==> src/shared/elr_pkg.sv <==
// package: constants of the event link router and pin interrupt front end
package elr_pkg;
	localparam int DATA_W   = 8;
	localparam int ADDR_W   = 6;
	localparam int N_SRC    = 26;
	localparam int N_PIN    = 6;
	localparam int N_ONCHIP = N_SRC - N_PIN;
	localparam int N_DEST   = 9;
	localparam int N_STS    = 3;
	localparam int CODE_W   = 4;

	// register offsets
	localparam logic [ADDR_W-1:0] OFS_SEL_BASE = 6'h00;
	localparam logic [ADDR_W-1:0] OFS_MASK     = 6'h20;
	localparam logic [ADDR_W-1:0] OFS_REQ      = 6'h21;
	localparam logic [ADDR_W-1:0] OFS_PRIO1    = 6'h22;
	localparam logic [ADDR_W-1:0] OFS_PRIO0    = 6'h23;
	localparam logic [ADDR_W-1:0] OFS_RISE     = 6'h24;
	localparam logic [ADDR_W-1:0] OFS_FALL     = 6'h25;
	localparam logic [ADDR_W-1:0] OFS_STS      = 6'h28;
	localparam logic [ADDR_W-1:0] OFS_CLR      = 6'h29;
	localparam logic [ADDR_W-1:0] OFS_IEN      = 6'h2A;

	// field positions
	localparam int PIN_BIT0     = 2;
	localparam int STS_PIN_EDGE = 0;
	localparam int STS_FORWARD  = 1;
	localparam int STS_DROP     = 2;
	localparam int SEL_TAU1_LO  = 20;
	localparam int SEL_CMP_LO   = 24;

	// reset values
	localparam logic [DATA_W-1:0] RST_MASK = 8'hFF;
	localparam logic [DATA_W-1:0] RST_REQ  = 8'h00;
	localparam logic [DATA_W-1:0] RST_PRIO = 8'hFF;
	localparam logic [DATA_W-1:0] RST_EDGE = 8'h00;
	localparam logic [CODE_W-1:0] RST_SEL  = 4'h0;
	localparam logic [N_STS-1:0]  RST_STS  = 3'h0;

	// destination codes
	localparam logic [CODE_W-1:0] DST_OFF   = 4'h0;
	localparam logic [CODE_W-1:0] DST_ADC   = 4'h1;
	localparam logic [CODE_W-1:0] DST_TIMER_ARRAY_UNIT  = 4'h2;
	localparam logic [CODE_W-1:0] DST_TAU1  = 4'h3;
	localparam logic [CODE_W-1:0] DST_RLD   = 4'h4;
	localparam logic [CODE_W-1:0] DST_GEN   = 4'h5;
	localparam logic [CODE_W-1:0] DST_MFT0  = 4'h6;
	localparam logic [CODE_W-1:0] DST_MFT1  = 4'h7;
	localparam logic [CODE_W-1:0] DST_DAC0  = 4'h8;
	localparam logic [CODE_W-1:0] DST_DAC1  = 4'h9;
endpackage

==> src/core/elr_router.sv <==
// event link router with external pin interrupt front end and register port
`timescale 1ns/1ps

// Summary of operation
// RULE1: pin mask 0 services, 1 blocks request
// RULE2: pin request flag set by edge, write clears
// RULE3: two-bit priority from two registers, 00 highest
// RULE4: rising and falling enables choose valid edges
// RULE5: four-bit route code per source, zero disables
// RULE6: nonzero code picks destination, read/write field
// RULE7: upper four select bits reserved, read zero
// RULE8: sources 00-05 pins, 06 key, 07 rtc
// RULE9: 08-15 other timers, 16-19 array channels
// RULE10: sources 20-23 and code bit3 large package only
// RULE11: sources 24-25 comparators, large flash only
// RULE12: code 0001 starts one conversion
// RULE13: codes 0010/0011 feed array channel 0/1
// RULE14: 0100 reload timer, 0101 general timer capture
// RULE15: 0110/0111 multi-function timer capture and cutoff
// RULE16: 1000/1001 dac real-time trigger, large flash
// RULE17: software chains pin to timer to converter
// RULE18: software masks, clears, level 3, rising first
// RULE19: one-clock pulse, none for off/unimplemented code
module elr_router #(
	parameter bit BIG_PKG   = 1'b1,
	parameter bit BIG_FLASH = 1'b1
) (
	input  wire logic                                CLK_I,
	input  wire logic                                RSTN_I,
	input  wire logic [elr_pkg::ADDR_W-1:0]          ADDR_I,
	input  wire logic [elr_pkg::DATA_W-1:0]          WDATA_I,
	input  wire logic                                WR_I,
	input  wire logic                                RD_I,
	output logic      [elr_pkg::DATA_W-1:0]          RDATA_O,
	input  wire logic [elr_pkg::N_PIN-1:0]           EXT_PIN_I,
	input  wire logic [elr_pkg::N_ONCHIP-1:0]        ONCHIP_EVT_I,
	output logic      [elr_pkg::N_DEST-1:0]          DEST_EVT_O,
	output logic      [elr_pkg::N_PIN-1:0]           PIN_IRQ_O,
	output logic      [2*elr_pkg::N_PIN-1:0]         PIN_PRIO_O,
	output logic                                     IRQ_O
);
	import elr_pkg::*;

	// destination codes 1000/1001 exist only with the large flash option
	function automatic logic code_valid(input logic [CODE_W-1:0] c);
		code_valid = ((c >= DST_ADC) && (c <= DST_MFT1)) ||
			(BIG_FLASH && ((c == DST_DAC0) || (c == DST_DAC1)));
	endfunction

	function automatic logic hit(input logic [ADDR_W-1:0] ofs);
		hit = (ADDR_I == ofs);
	endfunction

	logic [CODE_W-1:0] sel_ff [N_SRC];
	logic [DATA_W-1:0] mask_ff;
	logic [DATA_W-1:0] req_ff;
	logic [DATA_W-1:0] prio1_ff;
	logic [DATA_W-1:0] prio0_ff;
	logic [DATA_W-1:0] rise_en_ff;
	logic [DATA_W-1:0] fall_en_ff;
	logic [N_STS-1:0]  sts_ff;
	logic [N_STS-1:0]  ien_ff;
	logic [N_PIN-1:0]  s1_ff;
	logic [N_PIN-1:0]  s2_ff;
	logic [N_PIN-1:0]  s3_ff;
	logic [N_PIN-1:0]  lvl_ff;
	logic              primed_ff;
	logic [DATA_W-1:0] rdata_ff;
	logic [N_DEST-1:0] dest_ff;
	logic [N_PIN-1:0]  pin_irq_ff;
	logic [2*N_PIN-1:0] prio_ff;
	logic              irq_ff;

	// address decode
	wire               sel_range = (ADDR_I < 6'(N_SRC));
	wire [4:0]         sel_idx   = ADDR_I[4:0];
	wire [N_SRC-1:0]   src_here  = {{2{BIG_FLASH}}, {4{BIG_PKG}}, {SEL_TAU1_LO{1'b1}}}; // RULE10 RULE11
	wire               sel_live  = sel_range && src_here[sel_idx];
	wire               wr_sel    = WR_I && sel_live;
	wire               wr_mask   = WR_I && hit(OFS_MASK);
	wire               wr_req    = WR_I && hit(OFS_REQ);
	wire               wr_prio1  = WR_I && hit(OFS_PRIO1);
	wire               wr_prio0  = WR_I && hit(OFS_PRIO0);
	wire               wr_rise   = WR_I && hit(OFS_RISE);
	wire               wr_fall   = WR_I && hit(OFS_FALL);
	wire               wr_clr    = WR_I && hit(OFS_CLR);
	wire               wr_ien    = WR_I && hit(OFS_IEN);
	// the top code bit only exists on the large package
	wire [CODE_W-1:0]  sel_wdata = {BIG_PKG & WDATA_I[3], WDATA_I[2:0]}; // RULE10

	// pin edge detection: a level counts once the second and third stages agree
	wire [N_PIN-1:0]   stable    = ~(s2_ff ^ s3_ff);
	wire [N_PIN-1:0]   rise      = {N_PIN{primed_ff}} & stable & s3_ff & ~lvl_ff;
	wire [N_PIN-1:0]   fall      = {N_PIN{primed_ff}} & stable & ~s3_ff & lvl_ff;
	wire [N_PIN-1:0]   pin_evt   = (rise & rise_en_ff[N_PIN-1:0]) |
		(fall & fall_en_ff[N_PIN-1:0]); // RULE4
	wire [N_SRC-1:0]   src_evt   = {ONCHIP_EVT_I, pin_evt} & src_here; // RULE8 RULE9

	// routing matrix
	logic [N_DEST-1:0] route;
	logic              drop;
	always_comb begin
		route = '0;
		drop  = 1'b0;
		for (int i = 0; i < N_SRC; i++) begin
			if (src_evt[i]) begin
				if (code_valid(sel_ff[i])) begin // RULE6 RULE12 RULE13 RULE14 RULE15 RULE16
					route[sel_ff[i] - 4'h1] = 1'b1;
				end else if (sel_ff[i] != DST_OFF) begin // RULE5 RULE19
					drop = 1'b1;
				end
			end
		end
	end

	// interrupt status: set wins over a clear in the same cycle
	wire [N_STS-1:0]   sts_set   = {drop, |route, |pin_evt};
	wire [N_STS-1:0]   sts_clr   = wr_clr ? WDATA_I[N_STS-1:0] : '0;
	wire [N_STS-1:0]   nxt_sts   = (sts_ff & ~sts_clr) | sts_set;

	// pin request flags sit at bits 2..7; hardware set beats a software write
	wire [DATA_W-1:0]  req_set   = {pin_evt, {PIN_BIT0{1'b0}}};
	wire [DATA_W-1:0]  nxt_req   = (wr_req ? WDATA_I : req_ff) | req_set; // RULE2

	wire [N_PIN-1:0]   nxt_pin_irq = req_ff[DATA_W-1:PIN_BIT0] & ~mask_ff[DATA_W-1:PIN_BIT0]; // RULE1
	logic [2*N_PIN-1:0] nxt_prio;
	always_comb begin
		nxt_prio = '0;
		for (int n = 0; n < N_PIN; n++) begin
			nxt_prio[2*n +: 2] = {prio1_ff[PIN_BIT0+n], prio0_ff[PIN_BIT0+n]}; // RULE3
		end
	end

	// read mux
	logic [DATA_W-1:0] rd_mux;
	always_comb begin
		rd_mux = '0;
		if (sel_live) begin
			rd_mux = {4'h0, sel_ff[sel_idx]}; // RULE7
		end else if (hit(OFS_MASK)) begin
			rd_mux = mask_ff;
		end else if (hit(OFS_REQ)) begin
			rd_mux = req_ff;
		end else if (hit(OFS_PRIO1)) begin
			rd_mux = prio1_ff;
		end else if (hit(OFS_PRIO0)) begin
			rd_mux = prio0_ff;
		end else if (hit(OFS_RISE)) begin
			rd_mux = rise_en_ff;
		end else if (hit(OFS_FALL)) begin
			rd_mux = fall_en_ff;
		end else if (hit(OFS_STS)) begin
			rd_mux = {5'h00, sts_ff};
		end else if (hit(OFS_IEN)) begin
			rd_mux = {5'h00, ien_ff};
		end
	end

	always_ff @(posedge CLK_I) begin
		for (int i = 0; i < N_SRC; i++) begin
			if (!RSTN_I) begin
				sel_ff[i] <= RST_SEL;
			end else if (wr_sel && (sel_idx == 5'(i))) begin
				sel_ff[i] <= sel_wdata; // RULE6
			end
		end
	end

	always_ff @(posedge CLK_I) begin
		if (!RSTN_I) begin
			mask_ff    <= RST_MASK;
			req_ff     <= RST_REQ;
			prio1_ff   <= RST_PRIO;
			prio0_ff   <= RST_PRIO;
			rise_en_ff <= RST_EDGE;
			fall_en_ff <= RST_EDGE;
		end else begin
			req_ff <= nxt_req;
			if (wr_mask) begin
				mask_ff <= WDATA_I;
			end
			if (wr_prio1) begin
				prio1_ff <= WDATA_I;
			end
			if (wr_prio0) begin
				prio0_ff <= WDATA_I;
			end
			if (wr_rise) begin
				rise_en_ff <= WDATA_I;
			end
			if (wr_fall) begin
				fall_en_ff <= WDATA_I;
			end
		end
	end

	// primed_ff only holds off edges until the first clock after reset, so a pin that is high at reset still fakes a rising edge
	always_ff @(posedge CLK_I) begin
		if (!RSTN_I) begin
			s1_ff     <= '0;
			s2_ff     <= '0;
			s3_ff     <= '0;
			lvl_ff    <= '0;
			primed_ff <= 1'b0;
		end else begin
			s1_ff <= EXT_PIN_I;
			s2_ff <= s1_ff;
			s3_ff <= s2_ff;
			for (int n = 0; n < N_PIN; n++) begin
				if (stable[n]) begin
					lvl_ff[n] <= s3_ff[n];
				end
			end
			primed_ff <= primed_ff | (&stable);
		end
	end

	always_ff @(posedge CLK_I) begin
		if (!RSTN_I) begin
			sts_ff     <= RST_STS;
			ien_ff     <= RST_STS;
			rdata_ff   <= '0;
			dest_ff    <= '0;
			pin_irq_ff <= '0;
			prio_ff    <= '0;
			irq_ff     <= 1'b0;
		end else begin
			sts_ff     <= nxt_sts;
			if (wr_ien) begin
				ien_ff <= WDATA_I[N_STS-1:0];
			end
			rdata_ff   <= RD_I ? rd_mux : '0;
			dest_ff    <= route; // RULE19
			pin_irq_ff <= nxt_pin_irq;
			prio_ff    <= nxt_prio;
			irq_ff     <= |(sts_ff & ien_ff);
		end
	end

	assign RDATA_O    = rdata_ff;
	assign DEST_EVT_O = dest_ff;
	assign PIN_IRQ_O  = pin_irq_ff;
	assign PIN_PRIO_O = prio_ff;
	assign IRQ_O      = irq_ff;
endmodule

==> config.mk <==
export PLATFORM = sky130hd
export DESIGN_NAME = elr_router
export DESIGN_NICKNAME = d
export VERILOG_FILES = /design/src/shared/elr_pkg.sv /design/src/core/elr_router.sv
export SDC_FILE = /design/constraint.sdc
export NUM_CORES = 1
export LEC_CHECK = 0
export BUFFER_PORTS_ARGS = -buffer_cell sky130_fd_sc_hd__buf_2
export CAP_MARGIN = 20
export CORE_MARGIN = 5
export CORE_UTILIZATION = 40
export CTS_CLUSTER_SIZE = 12
export DETAILED_ROUTE_END_ITERATION = 6
export SYNTH_ARGS = -nofsm -noshare
export SYNTH_HDL_FRONTEND = slang
export SYNTH_SLANG_ARGS = --single-unit
export TNS_END_PERCENT = 20
==> constraint.sdc <==
create_clock -name CLK_I -period 3.3 [get_ports CLK_I]
set_clock_uncertainty 0.2 [all_clocks]
set_input_delay 0.33 -clock CLK_I [delete_from_list [all_inputs] [get_ports CLK_I]]
set_output_delay 0.33 -clock CLK_I [all_outputs]
set_load 0.05 [all_outputs]
======== Word-level counts from Yosys, hierarchy flattened ========
Memory sizes are Yosys's and may differ from the RTL's.
Index checks and enable logic that the tools add are counted.
storage, ports and cells
  output and inout bits ................... 36
  bits in read-only memories .............. 32
  bits in registers ....................... 115
  word-level logic and storage cells ...... 789
  bits in writable memories ............... 104
  bits of input ports ..................... 44
  memories kept ........................... 2
operators by class
  reduce and logical (&&, ||, !) cells .... 173
  $add $sub $neg .......................... 26
  bitwise logic cells ..................... 73
  eq/ne operators ......................... 86
  $lt $le $gt $ge ......................... 106
  multiplexer cells ....................... 299
memory list
  memory            words  bits a word  rd ports  clocked after memory_dff  write ports  RTL line          source
  sel_ff            26     4            27        0                         26           elr_router.sv:54  logic [CODE_W-1:0] sel_ff [N_SRC];
  (name not given)  32     1            1         0                         0            elr_router.sv:78  wire sel_live = sel_range && src_here[sel_idx];
operators with widths
  kind                                                                count
  two-way mux 9 bit                                                   52
  OR 9 bit                                                            25
  == test 4 bit (second input constant)                               52
  greater-or-equal comparator 4 x 1 -> 1 bit (second input constant)  52
  two-way mux 1 bit                                                   184
  less-than comparator 4 x 5 -> 1 bit (second input constant)         26
  two-way mux 4 bit                                                   27
  demux 1 bit (select 4 bit)                                          26
  less-or-equal comparator 4 x 3 -> 1 bit (second input constant)     26
  nonzero test 4 bit                                                  26
  subtractor 4 x 1 -> 4 bit (second input constant)                   26
  logical AND 1 bit                                                   88
  two-way mux 8 bit                                                   7
  == test 6 bit (second input constant)                               9
  logical OR 1 bit                                                    52
  == test 5 bit (second input constant)                               10
  AND 6 bit                                                           8
  == test 5 x 4 -> 1 bit (second input constant)                      8
  OR 1 bit                                                            27
  NOT 6 bit                                                           4
  == test 5 x 3 -> 1 bit (second input constant)                      4
  == test 5 x 2 -> 1 bit (second input constant)                      2
  two-way mux 3 bit                                                   3
  OR reduction 9 bit                                                  1
  15 further kinds                                                    18

======== Depth between registers and ports, before layout ========
  word-level depth ........................ 85
  gate-level depth with buffers ........... 10
  mapped depth without buffers ............ 7

======== Worst setup path before layout ========
Ideal clock, no wire load.
  path kind ............................... input -> register
  from .................................... input port ADDR_I[1] (netlist name)
  to ...................................... memory sel_ff[23][0], enable pin
  stages .................................. 6
  setup slack ............................. 740 ps
  arrival ................................. 1987 ps
  path buffers ............................ 2
  cell sequence ........................... buf_2 buf_2 or2_2 a31oi_2 nand3_1 o31ai_1
RTL lines
  element          RTL line          source
  start, declared  elr_router.sv:30  input wire logic [elr_pkg::ADDR_W-1:0] ADDR_I,
  end, declared    elr_router.sv:54

==> impl_metrics.env <==
export IMPL_drt_iter0_markers=1329
export IMPL_clk_pin_slew_ns=0.06
export IMPL_power_density_mw_per_mm2=466
export IMPL_status="completed"
export IMPL_avgSynthCellArea_um2=9.58
export IMPL_crit_path_max_fanout=7
export IMPL_layout_commonest_cell="and2_1"
export IMPL_track_usage=0.309
export IMPL_cts_tree="yes"
export IMPL_cts_made_buffers=24
export IMPL_min_path_type="in -> reg"
export IMPL_start_util=0.406
export IMPL_end_kind="flip-flop"
export IMPL_grt_pass1_wl_mm=76.9
export IMPL_utilization=0.474
export IMPL_io_buffers=79
export IMPL_wl_per_cell_um=29.7
export IMPL_switching_share=0.280
export IMPL_grt_pass1_vias=11003
export IMPL_ctsResizeCount=0
export IMPL_startpoint_type="flip-flop"
export IMPL_combPwrFrac=0.137
export IMPL_tightest_slew_ns=0.794
export IMPL_maxCapViolCount=0
export IMPL_io_pins=80
export IMPL_async_flop_share=0
export IMPL_avgViaCountPerCell=6.40
export IMPL_die_w_um=183
export IMPL_synth_nets=1300
export IMPL_post_route_min_period_ns=3.05
export IMPL_slew_headroom=0.470
export IMPL_finalCritPeriodShare=0.923
export IMPL_dieArea_mm2=0.0337
export IMPL_synth_edf_count=104
export IMPL_setup_tns_ns=0
export IMPL_seq_area_frac_synth=0.451
export IMPL_first_pass_iters=6
export IMPL_grt_antenna_before_repair=1
export IMPL_die_y_um=183
export IMPL_fmax_mhz=328
export IMPL_switching_power_mw=1.83
export IMPL_critPathKind="reg -> reg"
export IMPL_area_growth_synth_to_final_pct=16.7
export IMPL_num_vias=11455
export IMPL_synth_largest_area_cell="edfxtp_1"
export IMPL_routed_wirelength_mm=53.1
export IMPL_rsz0062_at_grt="false"
export IMPL_maxSlewViolCount=0
export IMPL_peakVddDrop_mv=0.488
export IMPL_synthDominantCellAreaShare=0.260
export IMPL_synth_area_mm2=0.0120
export IMPL_ys_ff_latch=219
export IMPL_layout_common_cells="and2_1 (139), nand2_1 (131), dfxtp_1 (115)"
export IMPL_synth_top_flop_cell="dfxtp_1"
export IMPL_h_tree_depth=1
export IMPL_postRouteAntennaNets=0
export IMPL_finalPower_mw=6.55
export IMPL_drc=0
export IMPL_gr_total_overflow=0
export IMPL_root_buffer="clkbuf_16"
export IMPL_core_area_mm2=0.0296
export IMPL_setup_violations=0
export IMPL_grt_max_degree=43
export IMPL_hpwl_mm=41.8
export IMPL_nNetsFinal=1429
export IMPL_cts_path_max_buffers=3
export IMPL_critical_path_arrival_ns=3.23
export IMPL_hold_viol=0
export IMPL_p_clk_frac=0.383
export IMPL_top_register="sel_ff"
export IMPL_p_seq_frac=0.481
export IMPL_worstSkewPairLatency_ns=0.53
export IMPL_crit_required_ns=3.49
export IMPL_synth_warnings=0
export IMPL_power_leakage_nw=5.01
export IMPL_synthCells=1256
export IMPL_place_gp_congestion=1.08
export IMPL_ys_types=71
export IMPL_clock_sinks=219
export IMPL_synth_area_top_cells="edfxtp_1 (26%), dfxtp_1 (19%), and2_1 (7.2%)"
export IMPL_largest_reg_flops=104
export IMPL_drive_above_1_share=0.171
export IMPL_p_int_mw=4.71
export IMPL_rows=63
## stage by stage
step / setup WS (ns) / cell area (um^2) / cells / hold WS (ns)
final: 0.254 / 14000 / 1791 / 0.145
after global routing: 0.116 / 14000 / 1790 / 0.139
after CTS: 0.254 / 14000 / 1790 / 0.119
after detailed placement: 0.227 / 13200 / 1738 / 0.217
after global placement: 0.208 / 13200 / 1738 / 0.215
after floorplan: 0.740 / 12000 / 1256 / 0.209
## metal layers
layer / wire length, um / GRT usage / vias to the layer above / share of wire
met2: 24100 / 0.486 / 665 / 0.45
met3: 4460 / 0.0376 / 101 / 0.084
li1: - / - / 4992 / -
met4: 2000 / 0.101 / 0 / 0.038
met1: 22600 / 0.446 / 5697 / 0.43
met5: 0 / 0 / - / 0
## cell type report
cell class / instances / area, um^2
fill: 2944 / 15600
multi-input combinational: 969 / 6310
sequential: 219 / 5430
timing repair buffer: 166 / 1080
clock buffer: 34 / 679
tap: 390 / 488
clock inverter: 7 / 47.5
inverter: 5 / 18.8
antenna: 1 / 2.50
## worst max-delay path: stages (launching register included)
cell       delay, ns
edfxtp_1        0.72
nand2b_1        0.29
o22ai_1         0.14
nor4_1          0.49
buf_4           0.21
nand3_1         0.06
a2111oi_0       0.38
buf_4           0.20
nor2b_1         0.12
a41oi_1         0.10
## cell usage after synthesis, drive strengths merged, types with 4 or more instances
master and n:
nand2b 39, inv 4, o211ai 24, dfxtp 115, mux4 28, nand3b 46
clkbuf 46, o32ai 8, nand4 21, or2b 6, nor3b 6, a211oi 10
o22ai 65, xor2 4, a222oi 4, buf 17, o21ai 40, nand4bb 4
a221oi 5, mux2 4, nand4b 10, or2 8, or3b 20, nand3 48
edfxtp 104, nor2 84, o21a 4, a31oi 9, and2 139, nand2 131
mux2i 16, or3 8, a21oi 34, nor2b 17, nor3 45, a22oi 14
nor4 24
## power groups by stage
stage / Combinational (mW) / Sequential (mW) / Clock [mW]
2_1_floorplan: 0.437 / 3.18 / 0
6_report: 0.894 / 3.15 / 2.50
3_3_place_gp: 0.882 / 3.19 / 0
4_1_cts: 0.882 / 3.13 / 2.54
5_1_grt: 0.933 / 3.15 / 2.67
3_5_place_dp: 0.867 / 3.19 / 0
## worst paths after layout
path,from,end,slack (ns),cells past startpoint
worst max register to register,sel_ff[8][1],sts_ff[1],0.25,9
worst min-delay path,WR_I,rise_en_ff[7],0.14,4
worst min register to register,s1_ff[0],s2_ff[0],0.23,1
worst max-delay path,sel_ff[8][1],sts_ff[1],0.25,9
## cell families (layout without fill, tap and decap cells)
group / Yosys count / count (layout) / synth area share
and+or+nand+nor: 673 / 673 / 0.313
AOI/OAI and AO/OA: 242 / 242 / 0.134
DFF: 219 / 219 / 0.451
buffers and inverters: 68 / 212 / 0.0251
muxes: 48 / 48 / 0.0726
xor gates and xnor gates: 6 / 6 / 0.00437
other: 0 / 1 / 0
## what timing repair did
item | CTS | global route
hold buffers | 11 | 0
buffers inserted | 0 | 0
endpoints found under the hold margin | 34 | 0
Note: power is estimated with default switching activity, not from simulation.
